## src/design/pmfs_pkg.sv

```systemverilog
package pmfs_pkg;

	// ----------------------------------------
	// clock and time base
	// ----------------------------------------
	localparam int CLK_HZ       = 25_000_000;
	localparam int TICK_SEC     = 1;
	localparam int TICK_CYCLES  = CLK_HZ * TICK_SEC;
	localparam int FLASH_MS     = 500;
	localparam int FLASH_CYCLES = (CLK_HZ / 1000) * FLASH_MS;

	// ----------------------------------------
	// follow delays, in seconds
	// ----------------------------------------
	localparam int             DLY_W   = 9;
	localparam logic [DLY_W-1:0] DLY_OFF = 9'h000;
	localparam logic [DLY_W-1:0] DLY_DEF = 9'h002;
	localparam logic [DLY_W-1:0] DLY_MIN = 9'h002;
	localparam logic [DLY_W-1:0] DLY_MAX = 9'h1fe;
	localparam logic [DLY_W-1:0] DLY_ONE = 9'h001;

	// ----------------------------------------
	// pump count and demand levels
	// ----------------------------------------
	localparam int         PUMPS_DEF = 2;
	localparam int         PUMPS_MAX = 8;
	localparam logic [1:0] NEED_NONE = 2'h0;
	localparam logic [1:0] NEED_LEAD = 2'h1;
	localparam logic [1:0] NEED_LAG  = 2'h2;

	// ----------------------------------------
	// types
	// ----------------------------------------
	typedef enum logic [2:0] {BK_NONE, BK_FLOAT, BK_TIMER, BK_XDCR2, BK_COMBO} pmfs_backup_t;
	typedef enum logic {SEQ_IDLE, SEQ_PUMP} pmfs_seq_t;

	typedef struct packed {
		logic [DLY_W-1:0] start_dly;
		logic [DLY_W-1:0] stop_dly;
		logic             auto_retry;
	} pmfs_cfg_t;

	typedef struct packed {
		logic off;
		logic lead;
		logic lag;
	} pmfs_lvl_t;

	typedef struct packed {
		logic start;
		logic stop;
		logic xdcr;
	} pmfs_alarm_t;

	typedef struct packed {
		logic en_low;
		logic en_hi_float;
		logic en_bubbler;
	} pmfs_xdcfg_t;

endpackage

```

## src/design/pmfs_top.sv

```systemverilog
// What this block does
// - flag starter fault on feedback mismatch in auto
// - start delay defaults 2 s, range 2-510
// - zero delay disables fault, output stays on
// - start-faulted pump locked out until sequence ends
// - retry failed pump on next pump cycle
// - start fault clears on feedback or leaving auto
// - start fault raises alarm, flashes pump indicator
// - stop fault on feedback without output
// - stop delay defaults 2 s, range 2-510
// - retry calls faulted pump, feedback clears fault
// - no retry: fault held until override or leaving auto
// - no retry: pump out, new lead chosen
// - transducer fault from configured conditions
// - backup level scheme until fixed and reset
// - no backup: suspend auto, light and horn
// - leaving alarm view drops inactive alarms
// - alarm indicator flashes active, steady unviewed
`timescale 1ns/10ps
`default_nettype none
module pmfs_top #(
	parameter int NUM_PUMPS    = pmfs_pkg::PUMPS_DEF,
	parameter int TICK_CYCLES  = pmfs_pkg::TICK_CYCLES,
	parameter int FLASH_CYCLES = pmfs_pkg::FLASH_CYCLES
) (
	// clock and reset
	input  wire logic                  clock_in,
	input  wire logic                  sys_rst_in,
	// pump selector switches and feedback
	input  wire logic [NUM_PUMPS-1:0]  hoa_auto_in,
	input  wire logic [NUM_PUMPS-1:0]  remote_ovr_in,
	input  wire logic [NUM_PUMPS-1:0]  run_fb_in,
	// follow delay and retry configuration
	input  wire logic [8:0]            start_dly_in,
	input  wire logic [8:0]            stop_dly_in,
	input  wire logic                  dly_dflt_in,
	input  wire logic                  auto_retry_in,
	// transducer fault and backup configuration
	input  wire pmfs_pkg::pmfs_xdcfg_t xd_cfg_in,
	input  wire pmfs_pkg::pmfs_backup_t backup_in,
	input  wire logic                  horn_en_in,
	// level reports from each level source
	input  wire pmfs_pkg::pmfs_lvl_t   lvl_xd1_in,
	input  wire pmfs_pkg::pmfs_lvl_t   lvl_xd2_in,
	input  wire pmfs_pkg::pmfs_lvl_t   lvl_flt_in,
	input  wire logic                  timer_call_in,
	input  wire logic                  hi_float_in,
	input  wire logic                  lo_float_in,
	// transducer health
	input  wire logic                  xd_low_in,
	input  wire logic                  bubbler_noise_in,
	input  wire logic                  xd_reset_in,
	// operator alarm view
	input  wire logic                  alarm_view_in,
	// starter outputs and pump indicators
	output logic [NUM_PUMPS-1:0]       run_out,
	output logic [NUM_PUMPS-1:0]       pump_led_out,
	output logic [NUM_PUMPS-1:0]       start_flt_out,
	output logic [NUM_PUMPS-1:0]       stop_flt_out,
	// alarm and station status
	output pmfs_pkg::pmfs_alarm_t      alarm_act_out,
	output pmfs_pkg::pmfs_alarm_t      alarm_log_out,
	output logic                       alarm_led_out,
	output logic                       alarm_light_out,
	output logic                       horn_out,
	output logic                       xd_fault_out,
	output logic                       auto_suspend_out,
	output logic                       seq_active_out,
	output logic [$clog2(NUM_PUMPS)-1:0] lead_out
);
	import pmfs_pkg::*;

	localparam int LEAD_W  = $clog2(NUM_PUMPS);
	localparam int TICK_W  = $clog2(TICK_CYCLES);
	localparam int FLASH_W = $clog2(FLASH_CYCLES);

	// ----------------------------------------
	// elaboration checks
	// ----------------------------------------
	if (NUM_PUMPS < 2 || NUM_PUMPS > PUMPS_MAX) begin : g_bad_pumps
		$error("pump count out of range");
	end
	if (TICK_CYCLES < 2 || FLASH_CYCLES < 2) begin : g_bad_div
		$error("divider counts too small");
	end

	// ----------------------------------------
	// time base: one-second tick and flash phase
	// ----------------------------------------
	logic [TICK_W-1:0]  tick_cnt_ff;
	logic               sec_tick_ff;
	logic [FLASH_W-1:0] flash_cnt_ff;
	logic               blink_ff;
	wire logic          tick_wrap_w;
	wire logic          flash_wrap_w;

	assign tick_wrap_w  = (tick_cnt_ff == TICK_W'(TICK_CYCLES - 1));
	assign flash_wrap_w = (flash_cnt_ff == FLASH_W'(FLASH_CYCLES - 1));

	// dividers share the one clock, slow rates are enables only
	always_ff @(posedge clock_in) begin
		if (sys_rst_in) begin
			tick_cnt_ff  <= '0;
			sec_tick_ff  <= 1'b0;
			flash_cnt_ff <= '0;
			blink_ff     <= 1'b0;
		end else begin
			tick_cnt_ff  <= tick_wrap_w ? '0 : tick_cnt_ff + TICK_W'(1);
			sec_tick_ff  <= tick_wrap_w;
			flash_cnt_ff <= flash_wrap_w ? '0 : flash_cnt_ff + FLASH_W'(1);
			blink_ff     <= blink_ff ^ flash_wrap_w;
		end
	end

	// ----------------------------------------
	// follow delay selection
	// ----------------------------------------
	wire logic [DLY_W-1:0] start_dly_w;
	wire logic [DLY_W-1:0] stop_dly_w;
	pmfs_cfg_t             cfg;

	// a nonzero setting below the floor is raised to it rather than rejected
	assign start_dly_w = dly_dflt_in ? DLY_DEF :
	                     (start_dly_in == DLY_OFF) ? DLY_OFF :
	                     (start_dly_in < DLY_MIN) ? DLY_MIN :
	                     (start_dly_in > DLY_MAX) ? DLY_MAX : start_dly_in;
	assign stop_dly_w  = dly_dflt_in ? DLY_DEF :
	                     (stop_dly_in == DLY_OFF) ? DLY_OFF :
	                     (stop_dly_in < DLY_MIN) ? DLY_MIN :
	                     (stop_dly_in > DLY_MAX) ? DLY_MAX : stop_dly_in;
	assign cfg = '{start_dly: start_dly_w, stop_dly: stop_dly_w, auto_retry: auto_retry_in};

	// ----------------------------------------
	// transducer fault and level source
	// ----------------------------------------
	logic      xd_fault_ff;
	wire logic xd_cond_w;
	wire logic suspend_w;
	wire logic combo_w;
	pmfs_lvl_t lvl_bk;
	pmfs_lvl_t lvl;

	// a high float only counts while the transducer is in control
	assign xd_cond_w = (xd_cfg_in.en_low & xd_low_in)
	                   | (xd_cfg_in.en_hi_float & hi_float_in & ~xd_fault_ff)
	                   | (xd_cfg_in.en_bubbler & ~bubbler_noise_in);

	// fault holds until the condition is gone and an operator reset comes
	always_ff @(posedge clock_in) begin
		if (sys_rst_in) begin
			xd_fault_ff <= 1'b0;
		end else begin
			xd_fault_ff <= xd_cond_w | (xd_fault_ff & ~xd_reset_in);
		end
	end

	// backup scheme picks the level report once the transducer is faulted
	assign combo_w   = (backup_in == BK_COMBO);
	assign suspend_w = xd_fault_ff & (backup_in == BK_NONE);
	assign lvl_bk    = (backup_in == BK_FLOAT) ? lvl_flt_in :
	                   (backup_in == BK_TIMER) ? pmfs_lvl_t'{off: ~timer_call_in, lead: timer_call_in, lag: 1'b0} :
	                   (backup_in == BK_XDCR2 || combo_w) ? lvl_xd2_in :
	                   pmfs_lvl_t'{off: 1'b1, lead: 1'b0, lag: 1'b0};
	// in the combined scheme the floats override the second source
	assign lvl = !xd_fault_ff ? lvl_xd1_in :
	             pmfs_lvl_t'{off: lvl_bk.off | (combo_w & lo_float_in),
	               lead: lvl_bk.lead,
	               lag: lvl_bk.lag | (combo_w & hi_float_in)};

	// ----------------------------------------
	// pumping sequence and demand
	// ----------------------------------------
	pmfs_seq_t             seq_ff;
	pmfs_seq_t             nxt_seq;
	logic [1:0]            need_ff;
	logic [1:0]            nxt_need;
	logic [LEAD_W-1:0]     lead_ff;
	logic [NUM_PUMPS-1:0]  avail;
	logic [NUM_PUMPS-1:0]  call;
	logic [NUM_PUMPS-1:0]  flash;
	logic [LEAD_W-1:0]     eff_lead;
	logic [LEAD_W-1:0]     nxt_lead;
	wire logic             any_auto_run_w;
	wire logic             seq_end_w;

	assign any_auto_run_w = |(run_fb_in & hoa_auto_in);
	assign seq_end_w      = (seq_ff == SEQ_PUMP) & lvl.off & ~any_auto_run_w;

	// demand: off level drops all, lag adds the second pump
	assign nxt_need = suspend_w ? NEED_NONE :
	                  lvl.off ? NEED_NONE :
	                  lvl.lag ? NEED_LAG :
	                  (lvl.lead && need_ff == NEED_NONE) ? NEED_LEAD : need_ff;

	// sequence state, ends only at off level with no pump in auto running
	always_comb begin
		nxt_seq = seq_ff;
		case (seq_ff)
			SEQ_IDLE: begin
				if (nxt_need != NEED_NONE) begin
					nxt_seq = SEQ_PUMP;
				end
			end
			SEQ_PUMP: begin
				if (seq_end_w) begin
					nxt_seq = SEQ_IDLE;
				end
			end
			default: begin
				nxt_seq = SEQ_IDLE;
			end
		endcase
	end

	// walk from the lead, skipping pumps out of rotation
	always_comb begin
		int cnt;
		int j;
		logic found;
		cnt = 0;
		j = 0;
		found = 1'b0;
		call = '0;
		eff_lead = lead_ff;
		for (int i = 0; i < NUM_PUMPS; i++) begin
			j = int'(lead_ff) + i;
			if (j >= NUM_PUMPS) begin
				j = j - NUM_PUMPS;
			end
			if (avail[j] && !found) begin
				eff_lead = LEAD_W'(j);
				found = 1'b1;
			end
			if (avail[j] && cnt < int'(need_ff)) begin
				call[j] = 1'b1;
				cnt = cnt + 1;
			end
		end
	end

	// rotation moves past the pump that led the finished sequence
	assign nxt_lead = (int'(eff_lead) == NUM_PUMPS - 1) ? '0 : eff_lead + LEAD_W'(1);

	always_ff @(posedge clock_in) begin
		if (sys_rst_in) begin
			seq_ff  <= SEQ_IDLE;
			need_ff <= NEED_NONE;
			lead_ff <= '0;
		end else begin
			seq_ff  <= nxt_seq;
			need_ff <= nxt_need;
			lead_ff <= seq_end_w ? nxt_lead : lead_ff;
		end
	end

	// ----------------------------------------
	// per-pump supervisors
	// ----------------------------------------
	for (genvar p = 0; p < NUM_PUMPS; p++) begin : g_pump
		pmfs_pump_mon u_mon (
			.clock_in     (clock_in),
			.sys_rst_in   (sys_rst_in),
			.sec_tick_in  (sec_tick_ff),
			.cfg_in       (cfg),
			.seq_end_in   (seq_end_w),
			.auto_in      (hoa_auto_in[p]),
			.ovr_in       (remote_ovr_in[p]),
			.call_in      (call[p]),
			.fb_in        (run_fb_in[p]),
			.run_out      (run_out[p]),
			.start_flt_out(start_flt_out[p]),
			.stop_flt_out (stop_flt_out[p]),
			.avail_out    (avail[p]),
			.flash_out    (flash[p])
		);
	end

	// ----------------------------------------
	// alarms, log and indicators
	// ----------------------------------------
	pmfs_alarm_t act;
	pmfs_alarm_t log_ff;
	logic        view_ff;
	logic [NUM_PUMPS-1:0] pump_led_ff;
	logic        alarm_led_ff;
	logic        light_ff;
	logic        horn_ff;
	wire logic   view_exit_w;
	wire logic   any_act_w;

	assign act         = '{start: |start_flt_out, stop: |stop_flt_out, xdcr: xd_fault_ff};
	assign any_act_w   = |act;
	assign view_exit_w = view_ff & ~alarm_view_in;

	// active alarms keep their entry, so a new one is never lost on exit
	always_ff @(posedge clock_in) begin
		if (sys_rst_in) begin
			log_ff  <= '0;
			view_ff <= 1'b0;
		end else begin
			log_ff  <= act | (log_ff & ~(view_exit_w ? ~act : '0));
			view_ff <= alarm_view_in;
		end
	end

	// indicators are registered so they switch cleanly with the flash phase
	always_ff @(posedge clock_in) begin
		if (sys_rst_in) begin
			pump_led_ff  <= '0;
			alarm_led_ff <= 1'b0;
			light_ff     <= 1'b0;
			horn_ff      <= 1'b0;
		end else begin
			pump_led_ff  <= (flash & {NUM_PUMPS{blink_ff}}) | (~flash & run_fb_in);
			alarm_led_ff <= any_act_w ? blink_ff : |log_ff;
			light_ff     <= suspend_w;
			horn_ff      <= suspend_w & horn_en_in;
		end
	end

	// ----------------------------------------
	// status outputs
	// ----------------------------------------
	assign pump_led_out     = pump_led_ff;
	assign alarm_act_out    = act;
	assign alarm_log_out    = log_ff;
	assign alarm_led_out    = alarm_led_ff;
	assign alarm_light_out  = light_ff;
	assign horn_out         = horn_ff;
	assign xd_fault_out     = xd_fault_ff;
	assign auto_suspend_out = suspend_w;
	assign seq_active_out   = (seq_ff == SEQ_PUMP);
	assign lead_out         = eff_lead;

endmodule
`default_nettype wire

```

## src/design/pmfs_pump_mon.sv

```systemverilog
`timescale 1ns/10ps
`default_nettype none
module pmfs_pump_mon (
	// clock and reset
	input  wire logic                clock_in,
	input  wire logic                sys_rst_in,
	// time base and configuration
	input  wire logic                sec_tick_in,
	input  wire pmfs_pkg::pmfs_cfg_t cfg_in,
	input  wire logic                seq_end_in,
	// selector, override, demand, feedback
	input  wire logic                auto_in,
	input  wire logic                ovr_in,
	input  wire logic                call_in,
	input  wire logic                fb_in,
	// starter command and fault state
	output logic                     run_out,
	output logic                     start_flt_out,
	output logic                     stop_flt_out,
	output logic                     avail_out,
	output logic                     flash_out
);
	import pmfs_pkg::*;

	// ----------------------------------------
	// state
	// ----------------------------------------
	logic [DLY_W-1:0] secs_ff;
	logic [DLY_W-1:0] nxt_secs;
	logic             run_ff;
	logic             start_flt_ff;
	logic             lock_ff;
	logic             stop_flt_ff;

	// ----------------------------------------
	// mismatch timing and fault decode
	// ----------------------------------------
	wire logic             cmd_w;
	wire logic             mismatch_w;
	wire logic [DLY_W-1:0] dly_w;
	wire logic             expire_w;
	wire logic             start_set_w;
	wire logic             stop_set_w;
	wire logic             start_clr_w;
	wire logic             stop_clr_w;

	// a locked pump is never driven, a zero delay never locks it
	assign cmd_w       = auto_in & call_in & ~lock_ff;
	assign mismatch_w  = run_ff ^ fb_in;
	assign dly_w       = run_ff ? cfg_in.start_dly : cfg_in.stop_dly;
	assign expire_w    = auto_in & mismatch_w & (dly_w != DLY_OFF)
	                     & (secs_ff >= dly_w);
	assign start_set_w = expire_w & run_ff;
	assign stop_set_w  = expire_w & ~run_ff;
	assign start_clr_w = fb_in | ~auto_in;
	assign stop_clr_w  = cfg_in.auto_retry ? (run_ff & fb_in)
	                     : (~auto_in | ovr_in);

	// seconds only count while out of agreement; tick phase gives up to one second less
	assign nxt_secs = !mismatch_w ? DLY_OFF :
	                  (sec_tick_in && secs_ff != DLY_MAX) ? secs_ff + DLY_ONE : secs_ff;

	// counter and command register
	always_ff @(posedge clock_in) begin
		if (sys_rst_in) begin
			secs_ff <= DLY_OFF;
			run_ff  <= 1'b0;
		end else begin
			secs_ff <= nxt_secs;
			run_ff  <= cmd_w;
		end
	end

	// fault latches, a new fault wins over a clear in the same cycle
	always_ff @(posedge clock_in) begin
		if (sys_rst_in) begin
			start_flt_ff <= 1'b0;
			lock_ff      <= 1'b0;
			stop_flt_ff  <= 1'b0;
		end else begin
			start_flt_ff <= start_set_w | (start_flt_ff & ~start_clr_w);
			lock_ff      <= start_set_w | (lock_ff & ~seq_end_in);
			stop_flt_ff  <= stop_set_w | (stop_flt_ff & ~stop_clr_w);
		end
	end

	// ----------------------------------------
	// outputs
	// ----------------------------------------
	assign run_out       = run_ff;
	assign start_flt_out = start_flt_ff;
	assign stop_flt_out  = stop_flt_ff;
	// without retry a stop-faulted pump leaves the rotation
	assign avail_out     = auto_in & ~ovr_in & ~lock_ff
	                       & ~(stop_flt_ff & ~cfg_in.auto_retry);
	assign flash_out     = auto_in & (start_flt_ff | stop_flt_ff);

endmodule
`default_nettype wire

```

## config.mk

```make
export PLATFORM = sky130hd
export DESIGN_NAME = pmfs_top
export DESIGN_NICKNAME = d
export VERILOG_FILES = /design/src/design/pmfs_pkg.sv /design/src/design/pmfs_top.sv /design/src/design/pmfs_pump_mon.sv
export SDC_FILE = /design/constraint.sdc
export NUM_CORES = 1
export LEC_CHECK = 0
export ABC_AREA = 1
export ABC_CLOCK_PERIOD_IN_PS = 5350
export BUFFER_PORTS_ARGS = -buffer_cell sky130_fd_sc_hd__buf_2
export CAP_MARGIN = 20
export CELL_PAD_IN_SITES_DETAIL_PLACEMENT = 1
export CELL_PAD_IN_SITES_GLOBAL_PLACEMENT = 1
export CORE_MARGIN = 4
export CORE_UTILIZATION = 46
export CTS_BUF_LIST = sky130_fd_sc_hd__clkbuf_4 sky130_fd_sc_hd__clkbuf_8
export DETAILED_ROUTE_END_ITERATION = 8
export GPL_TIMING_DRIVEN = 0
export PLACE_DENSITY = 0.9
export SLEW_MARGIN = 20
export SYNTH_ARGS = -nofsm -noshare
export SYNTH_HDL_FRONTEND = slang
export SYNTH_HIERARCHICAL = 1
export SYNTH_SLANG_ARGS = --single-unit
```

## constraint.sdc

```tcl
create_clock -name clock_in -period 5.35 [get_ports clock_in]
set_input_delay 0.535 -clock clock_in [delete_from_list [all_inputs] [get_ports clock_in]]
set_output_delay 0.535 -clock clock_in [all_outputs]
set_load 0.01 [all_outputs]
```

==> results by group, run 1 <==
Placement
  – Dpl cell area: ~0.0063 mm2
  – IO Port Bufs: 70
  – RD Place Congestion: 0.841
  – DP HPWL: 12,100 um
  – DP Cell Count: about 1,100

Synth
  – Synthesized flop and latch total: slightly above 90
  – Main combinational cell family by area after synthesis: simple AND/OR/NAND/NOR gates
  – Synthesis warning total: 6
  – Mux cell area share after synthesis: 0%
  – Post-synthesis cell count: 864
  – Synth Area in Simple Gates: 39.4%
  – XOR/XNOR Fraction of Synth Area: 2.14%
  – Post-synth ARST share: 0%
  – Post-synth EDFFs: 0
  – Syn Area/Cell: 6.64 um2
  – Post-Syn Nets: 941
  – Complex-gate fraction of the synthesized area: 10.2%
  – Distinct cells, synth: 47
  – Most used DFF post-synth: dfxtp_1
  – Post-synthesis sequential area ratio: 31.8%
  – Post-synthesis cell area: 0.00574 mm2
  – Post-Synth Adder-Cell Area: between 5 and 6%

Clocking
  – Cts hold-fix bufs: 0
  – CTS tree: done
  – H-tree levels: 3
  – Clock root cell: clkbuf_8
  – Sink Count: 91
  – Clock Latency Late Sink: 0.38 ns
  – CTS max path bufs: 2
  – Clock buffer count from CTS: 9
  – Post CTS Setup Buffer Count: 0
  – CTS clk-pin slew, worst paths: 0.09 ns
  – Post-cts repair resize count: 0

Worst setup path
  – Worst Path Required: 4.82 ns
  – Slowest-stage cell, CP: a211oi_1
  – Critical path launch point: hoa_auto_in[1]
  – Critical path fanouts, max: 4
  – CP Capture Type: primary output
  – Worst Path Buf+Inv: 4
  – Startpoint Class: input pin
  – Crit-path max cell delay: between 0.3 and 0.4 ns
  – Worst R2R Start: g_pump[1].u_mon/run_out$_SDFF_PP0_
  – Family with the most delay on the worst path: compound AO/OA/AOI/OAI gates
  – CP Cell Sequence: buf_2 > inv_1 > or2_2 > a211oi_1 > inv_1 > a21oi_1 > buf_2
  – Worst EP arrival: slightly below 2 ns
  – Worst Setup Path Type: in2out

Final layout
  – Most frequent cells in the layout: nand2_1, inv_1, nor2_1
  – Post-layout nets: 1,022
  – Area grow syn2layout: 13.2%
  – Share of layout cells above drive strength 1: roughly 16%
  – Final non-filler cell total: 1,118
  – Total area of multi-input combinational cells: 0.00329 mm2
  – Fill cells: ~1,700
  – Cell area after layout: 0.00649 mm2
  – Core Util, Final: 53.6%
  – Antenna Cells: 0
  – Most common cell after layout, fill and taps aside: nand2_1
  – Storage element area: 0.00182 mm2

Floorplanning
  – Die Area: 0.0143 mm2
  – Core box area: 0.0121 mm2
  – # IOs: 72
  – Die Y: 120 um
  – DIE WIDTH: 120 um
  – Row cnt: 40
  – Initial Util: 47.4%

STA
  – Period minus WS final: 2.48 ns
  – Worst Tran Pin Value: 0.712 ns
  – Fin. max-slew vios: 0
  – Fmax: about 400 MHz
  – Rel. slew slack: 52.3%
  – # setup viols final: 0
  – Period Utilization, post-route: 46.3%
  – RSZ-0062 raised after global routing: false
  – TNS Setup: 0 ns
  – Fin. Hold Viols: 0
  – Final Skew: 0.0109 ns

Detailed routing
  – DR vias/cell: just over 5
  – Post-route DRC: 0
  – Final Routed Wirelength: 15,400 um
  – Via Count: 5,693
  – Post-DRT Antenna Nets: 0
  – DR iter-0 viols: 210
  – WL per Instance: 13.8 um
  – First-pass detailed-route iteration total: 4

Global routing
  – Initial antenna violation count: 0
  – GRT overflow: 0
  – Vias in the first global route: 5,784
  – GRT Util Overall: 22.0%
  – Largest net degree at the start of global routing: 16
  – First-pass GRT wire length: about 26,000 um

Power
  – NetSw: 360 uW
  – IR drop worst, VDD: ~0.17 mV
  – Power Dens Cells: just over 200 mW/mm2
  – Clk pwr share: a little over a third
  – Sw Share: 27.2%
  – Cell-internal power: roughly 960 uW
  – Part of the power in registers: 52.4%
  – Leakage: ~2.9 nW
  – Combinational share of power: 11.2%

Run
  – Max-cap viol count: 0

Hold path
  – Hold path startpoint: alarm_view_in
  – Worst hold path class: in2reg

Run status
  – Status: finished clean
-- power by group through the flow --
stage / combinational [mW] / sequential (mW) / clock [mW]
after floorplan: 0.0892 / 0.711 / 0
final: 0.149 / 0.694 / 0.481
after global placement: 0.144 / 0.710 / 0
after CTS: 0.150 / 0.694 / 0.495
after detailed placement: 0.149 / 0.710 / 0
after global routing: 0.172 / 0.696 / 0.528
-- final timing paths --
path                                                            to  slack, ns  cells past startpoint
worst max-delay path                                      lead_out       2.87                      7
worst min-delay path                            view_ff$_SDFF_PP0_       0.37                      3
worst max register to register  g_pump[1].u_mon/lock_ff$_SDFF_PP0_       3.30                     13
worst min register to register           tick_cnt_ff[0]$_SDFF_PP0_       0.45                      1
-- registers in the layout, summed over array words and instances (netlist names) --
signal	cells
g_pump.u_mon/secs_ff	18
blink_ff	1
g_pump.u_mon/start_flt_out	2
horn_out	1
pump_led_out	2
g_pump.u_mon/run_out	2
view_ff	1
need_ff	2
lead_ff	1
alarm_log_out	3
flash_cnt_ff	24
alarm_light_out	1
alarm_led_out	1
g_pump.u_mon/lock_ff	2
xd_fault_out	1
sec_tick_ff	1
seq_active_out	1
g_pump.u_mon/stop_flt_out	2
tick_cnt_ff	25
-- worst register-to-register path, cell delays in order (launching register included) --
cell     delay, ns
dfxtp_1       0.43
buf_4         0.21
nand2_1       0.06
nand2_1       0.09
inv_1         0.05
ha_1          0.30
nand2_1       0.07
nor2_1        0.14
nand2_1       0.07
nor2_1        0.08
nor2_1        0.05
nand2_1       0.12
nand4_1       0.16
a21oi_1       0.16
-- logic make-up after synthesis --
kind of cell,after synthesis
and+or+nand+nor,471
DFF,91
buffers and inverters,160
xor gates and xnor gates,14
AOI/OAI and AO/OA,102
adders and majority gates,26
-- final cells by class --
class                   instances  share of cell area [%]
multi-input cells             613                    50.7
clock inverters                 6                    1.00
inverters                     149                    8.69
repair buffers                 70                    5.39
flip-flops and latches         91                    28.1
plain buffers                  11                   0.906
well taps                     168                    3.24
clock buffers                  10                    2.02
-- Yosys cell counts (all sizes together) (8+ instances only) --
library cell	instances	area share [%]
a21oi	62	5.7
buf	8	0.83
dfxtp	91	32
ha	26	5.7
inv	148	9.8
nand2	223	16
nand3	40	4.0
nand4	31	3.6
nor2	117	9.4
nor3	26	2.4
nor4	10	1.2
o21ai	18	1.7
or2	13	1.4
xor2	9	1.4
-- routing by layer --
metal | GRT usage, % | share of wire (%)
met5 | 0 | 0
met4 | 6.44 | 1.3
met3 | 3.58 | 3.1
met2 | 39.6 | 50
met1 | 27.0 | 46
-- through the flow --
step / hold WS (ns) / power [mW] / setup WS (ns)
final: 0.369 / 1.32 / 2.87
after global routing: 0.361 / 1.40 / 2.67
after CTS: 0.357 / 1.34 / 2.90
after detailed placement: 0.444 / 0.860 / 2.56
after global placement: 0.431 / 0.854 / 2.61
after floorplan: 0.418 / 0.801 / 3.17
Note: power is estimated with default switching activity, not from simulation.
==> run 2: changes to the inputs <==
Settings changed: ABC_CLOCK_PERIOD_IN_PS 5350 to 2300, CORE_UTILIZATION 46 to 43, PLACE_DENSITY 0.9 to 0.85.
Clock period 5.35 ns to 2.3 ns, I/O delays scaled along.
==> run 2 against run 1 <==
  * Die area is 6.5% higher
  * Clock power is 140% higher
  * Count of clock-buffer cells in the layout is 1 lower
  * Via count is 0.28% higher
  * Register-to-register slack worse by 3.1 ns
  * Combinational power is 130% higher
  * Wire length is 0.46% higher
  * Cell area is 0.25% higher
==> results by group, run 2 (synthesized netlist as in run 1, its figures left out) <==
Run status
  – Status: finished clean

STA
  – Period minus WS final: between 2 and 2.5 ns
  – # setup viols final: 0
  – Hold Worst Slack: between 0.07 and 0.08 ns
  – Fin. Hold Viols: 0
  – Worst Tran Pin Value: 0.689 ns
  – Period Utilization, post-route: 91.6%
  – Fmax: ~470 MHz
  – Worst setup margin: 0.193 ns
  – TNS Setup: 0 ns
  – Rel. slew slack: 53.9%
  – RSZ-0062 raised after global routing: false
  – Final Skew: approximately 0.011 ns
  – Fin. max-slew vios: 0

Floorplanning
  – DIE WIDTH: 124 um
  – Core box area: 0.0128 mm2
  – Die Area: 0.0153 mm2
  – Die Y: 124 um
  – Row cnt: 41
  – # IOs: between 70 and 80
  – Initial Util: 44.7%

Power
  – Clk pwr share: 37.2%
  – Leakage: 2.85 nW
  – Power Dens Cells: 480 mW/mm2
  – IR drop worst, VDD: 0.362 mV
  – NetSw: 875 uW
  – Power Total: approximately 3.1 mW
  – Combinational share of power: 11.0%
  – Sw Share: 28.0%
  – Part of the power in registers: 51.7%
  – Cell-internal power: 2.25 mW

Final layout
  – Post-layout nets: between 1,000 and 1,500
  – Share of layout cells above drive strength 1: 16.3%
  – Area grow syn2layout: 13.5%
  – Largest register FFs: 25
  – Biggest regs: tick_cnt_ff x25, flash_cnt_ff x24, g_pump.u_mon/secs_ff x18
  – Most frequent cells in the layout: nand2_1, inv_1, nor2_1
  – Most flop-heavy register: tick_cnt_ff
  – Fill cells: 1,776
  – Antenna Cells: 0
  – Final non-filler cell total: 1,122
  – Most common cell after layout, fill and taps aside: nand2_1

Clocking
  – Clock Latency Late Sink: about 0.38 ns
  – CTS tree: done
  – Post-cts repair resize count: 0
  – CTS clk-pin slew, worst paths: 0.10 ns
  – Post CTS Setup Buffer Count: 0
  – Cts hold-fix bufs: 0
  – Sink Count: 91
  – Clock root cell: clkbuf_8
  – H-tree levels: 3
  – CTS max path bufs: 2
  – Clock buffer count from CTS: 9

Placement
  – DP Cell Count: 1,106
  – DP HPWL: 12,200 um
  – Worst slack at placement: -0.0854 ns
  – IO Port Bufs: 70
  – RD Place Congestion: roughly 0.84

Global routing
  – GRT overflow: 0
  – Vias in the first global route: 5,655
  – Initial antenna violation count: 0
  – GRT Util Overall: 20.6%
  – First-pass GRT wire length: 25,700 um
  – Largest net degree at the start of global routing: 18

Detailed routing
  – Post-route DRC: 0
  – Final Routed Wirelength: about 15,000 um
  – First-pass detailed-route iteration total: 4
  – Via Count: 5,709
  – Post-DRT Antenna Nets: 0
  – DR iter-0 viols: 225
  – WL per Instance: between 10 and 15 um
  – DR vias/cell: between 5 and 6

Hold path
  – Worst hold path class: in2reg

Worst setup path
  – CP Capture Type: register
  – Worst EP arrival: 2.42 ns
  – Worst Path Required: 2.62 ns
  – Worst Setup Path Type: reg2reg
  – Startpoint Class: register
  – Critical path fanouts, max: 10

Run
  – Max-cap viol count: 0
==> run 2: layout make-up <==
class,count,area (um2),share of cell area [%]
clock buffers,9,124,1.90
clock inverters,7,83.8,1.29
inverters,149,564,8.67
well taps,172,215,3.31
plain buffers,11,58.8,0.903
repair buffers,70,350,5.38
flip-flops and latches,91,1820,28.0
multi-input cells,613,3290,50.6
==> run 2: routing by layer <==
| layer | share of wire (%) | global-route usage (%) | vias up | wire [um] |
|---|---|---|---|---|
| met5 | 0 | 0 | - | 0 |
| met4 | 1.8 | 6.02 | 0 | 271 |
| met3 | 3.4 | 3.20 | 19 | 528 |
| met2 | 48 | 36.6 | 77 | 7490 |
| met1 | 46 | 25.7 | 2687 | 7160 |
| li1 | - | - | 2926 | - |
==> run 2: power by group through the flow <==
| stage | Sequential (mW) | Clock, mW | Combinational, mW |
|---|---|---|---|
| 2_1_floorplan | 1.65 | 0 | 0.207 |
| 3_3_place_gp | 1.65 | 0 | 0.337 |
| 3_5_place_dp | 1.65 | 0 | 0.345 |
| 4_1_cts | 1.62 | 1.20 | 0.350 |
| 5_1_grt | 1.62 | 1.26 | 0.398 |
| 6_report | 1.62 | 1.16 | 0.344 |
==> run 2: worst paths after layout <==
check | start | endpoint | slack [ns] | depth (start not counted)
max | g_pump[1].u_mon/run_out$_SDFF_PP0_ | g_pump[1].u_mon/lock_ff$_SDFF_PP0_ | 0.19 | 13
max reg2reg | g_pump[1].u_mon/run_out$_SDFF_PP0_ | g_pump[1].u_mon/lock_ff$_SDFF_PP0_ | 0.19 | 13
min | alarm_view_in | view_ff$_SDFF_PP0_ | 0.07 | 3
min reg2reg | tick_cnt_ff[0]$_SDFF_PP0_ | tick_cnt_ff[0]$_SDFF_PP0_ | 0.46 | 1
==> run 2: metrics by stage <==
| stage | area [um2] | util, % |
|---|---|---|
| after global placement | 6300 | 49.1 |
| after CTS | 6510 | 50.8 |
| after detailed placement | 6300 | 49.1 |
| after floorplan | 5740 | - |
| final | 6510 | 50.8 |
| after global routing | 6510 | 50.8 |
==> run 2: critical path, cell delays in order, from the launching register on <==
cell	delay, ns
dfxtp_1	0.44
buf_4	0.21
nand2_1	0.06
nand2_1	0.10
inv_1	0.05
ha_1	0.31
nand2_1	0.06
nor2_1	0.15
nand2_1	0.06
nor2_1	0.08
nor2_1	0.04
nand2_1	0.12
nand4_1	0.19
a21oi_1	0.17
==> run 3: changes to the inputs <==
Settings changed: RECOVER_POWER set to 50, SETUP_SLACK_MARGIN set to 0.5.
==> run 3 against run 2 <==
  * Flip-flop and latch count unchanged
  * Register-to-register slack improved by 0.08 ns
  * Power increased by 6.8%
  * Wire length increased by 19%
  * Largest power group unchanged
  * Clock power increased by 11%
  * Clock skew about the same
  * Combinational power increased by 22%
  * Via count increased by 4.0%
  * Die area unchanged
  * Final cell count increased by 2.4%
==> results by group, run 3 (synthesized netlist as in run 1, its figures left out) <==
Detailed routing
  – Final Routed Wirelength: 18,500 um
  – Post-route DRC: 0
  – Post-DRT Antenna Nets: 0
  – DR vias/cell: between 5 and 6
  – WL per Instance: 16.1 um
  – DR iter-0 viols: 307
  – First-pass detailed-route iteration total: 5
  – Via Count: 5,936

STA
  – Period minus WS final: 2.03 ns
  – RSZ-0062 raised after global routing: true
  – Fmax: 493 MHz
  – TNS Setup: 0 ns
  – Worst Tran Pin Value: slightly below 0.7 ns
  – Fin. Hold Viols: 0
  – Fin. max-slew vios: 0
  – Rel. slew slack: between 50 and 60%
  – Final Skew: 0.0109 ns
  – # setup viols final: 0
  – Period Utilization, post-route: 88.2%

Final layout
  – Most common cell after layout, fill and taps aside: nand2_1
  – Post-layout nets: about 1,000
  – Final non-filler cell total: 1,149
  – Area grow syn2layout: 22.7%
  – Most flop-heavy register: tick_cnt_ff
  – Largest register FFs: 25
  – Most frequent cells in the layout: nand2_1, inv_1, nor2_1
  – Share of layout cells above drive strength 1: 22.5%
  – Total area of multi-input combinational cells: 0.00353 mm2
  – Fill cells: approximately 1,800
  – Cell area after layout: 0.00704 mm2
  – Core Util, Final: 54.9%
  – Storage element area: 0.00183 mm2
  – Biggest regs: tick_cnt_ff x25, flash_cnt_ff x24, g_pump.u_mon/secs_ff x18
  – Antenna Cells: 0

Placement
  – Dpl cell area: around 0.0063 mm2
  – DP Cell Count: 1,106
  – DP HPWL: 12,900 um
  – IO Port Bufs: 70
  – RD Place Congestion: 0.895

Floorplanning
  – # IOs: 72
  – Die Area: 0.0153 mm2
  – DIE WIDTH: 124 um
  – Die Y: 124 um
  – Initial Util: 44.7%
  – Core box area: ~0.013 mm2
  – Row cnt: 41

Hold path
  – Worst hold path class: in2reg

Global routing
  – First-pass GRT wire length: between 20,000 and 30,000 um
  – GRT overflow: 0
  – Vias in the first global route: 6,028
  – Initial antenna violation count: 0
  – GRT Util Overall: 23.1%
  – Largest net degree at the start of global routing: 16

Clocking
  – Clock buffer count from CTS: 9
  – Clock root cell: clkbuf_8
  – CTS tree: done
  – Sink Count: 91
  – CTS clk-pin slew, worst paths: 0.10 ns
  – CTS max path bufs: 2
  – Clock Latency Late Sink: between 0.3 and 0.4 ns
  – H-tree levels: 3

Power
  – Power Total: around 3.3 mW
  – Power Dens Cells: ~470 mW/mm2
  – Leakage: 2.96 nW
  – IR drop worst, VDD: 0.274 mV

Worst setup path
  – Worst Path Required: 2.62 ns
  – Critical path fanouts, max: 5
  – Startpoint Class: register
  – Worst EP arrival: ~2.4 ns
  – Worst Setup Path Type: reg2reg
  – CP Capture Type: register

Run status
  – Status: finished clean

Run
  – Max-cap viol count: 0
-- run 3: routing by layer --
layer	vias to the layer above	part of all wire, %	routed length (um)	track usage (%)
met5	-	0	0	0
met4	0	1.7	305	5.95
met3	21	4.4	807	4.76
met2	118	51	9380	40.6
met1	2821	43	7960	28.6
li1	2976	-	-	-
-- run 3: final timing paths --
| kind | startpoint | endpoint | slack [ns] | cells past startpoint |
|---|---|---|---|---|
| setup / recovery | g_pump[1].u_mon/run_out$_SDFF_PP0_ | g_pump[1].u_mon/start_flt_out$_SDFF_PP0_ | 0.27 | 13 |
| hold / removal | horn_en_in | horn_out$_SDFF_PP0_ | 0.06 | 3 |
| setup reg to reg | g_pump[1].u_mon/run_out$_SDFF_PP0_ | g_pump[1].u_mon/start_flt_out$_SDFF_PP0_ | 0.27 | 13 |
| hold reg to reg | tick_cnt_ff[0]$_SDFF_PP0_ | tick_cnt_ff[0]$_SDFF_PP0_ | 0.43 | 1 |
-- run 3: per-stage QoR --
step,worst slack [ns],hold WS (ns)
floorplan,0.439,0.299
CTS,0.481,0.0479
detailed placement,-0.101,0.447
global route,0.164,0.0773
global placement,-0.0516,0.433
finish,0.271,0.0592
-- run 3: worst max-delay path, stage by stage, from the launching register on --
cell and delay, ns:
dfxtp_1 0.49, buf_6 0.17, nand2_2 0.05, nand2_2 0.07
inv_1 0.04, ha_1 0.28, nand2_1 0.10, nor2_4 0.11
nand2_1 0.10, nand3_2 0.09, nand2_1 0.06, nand2_1 0.08
nand4_1 0.14, a21oi_1 0.18
-- run 3: layout make-up --
class | instances | share of cell area (%)
tap | 172 | 3.06
timing repair buffer | 97 | 7.96
multi-input combinational | 613 | 50.2
inverter | 149 | 8.41
clock inverter | 5 | 1.21
sequential | 91 | 26.0
clock buffer | 11 | 2.15
buffer | 11 | 1.03
-- run 3: where the power goes --
group / switching (mW) / internal, mW / leakage (nW) / total, mW
Clock: 0.617 / 0.675 / 0.116 / 1.29
Combinational: 0.260 / 0.161 / 2.11 / 0.421
Sequential: 0.0214 / 1.60 / 0.738 / 1.62
-- run 3: what timing repair did --
action	in CTS	in global routing
pin swaps	23	29
setup endpoints to repair	29	56
setup buffers	9	16
gates cloned	2	0
gates resized for setup	41	53
hold buffers	0	0
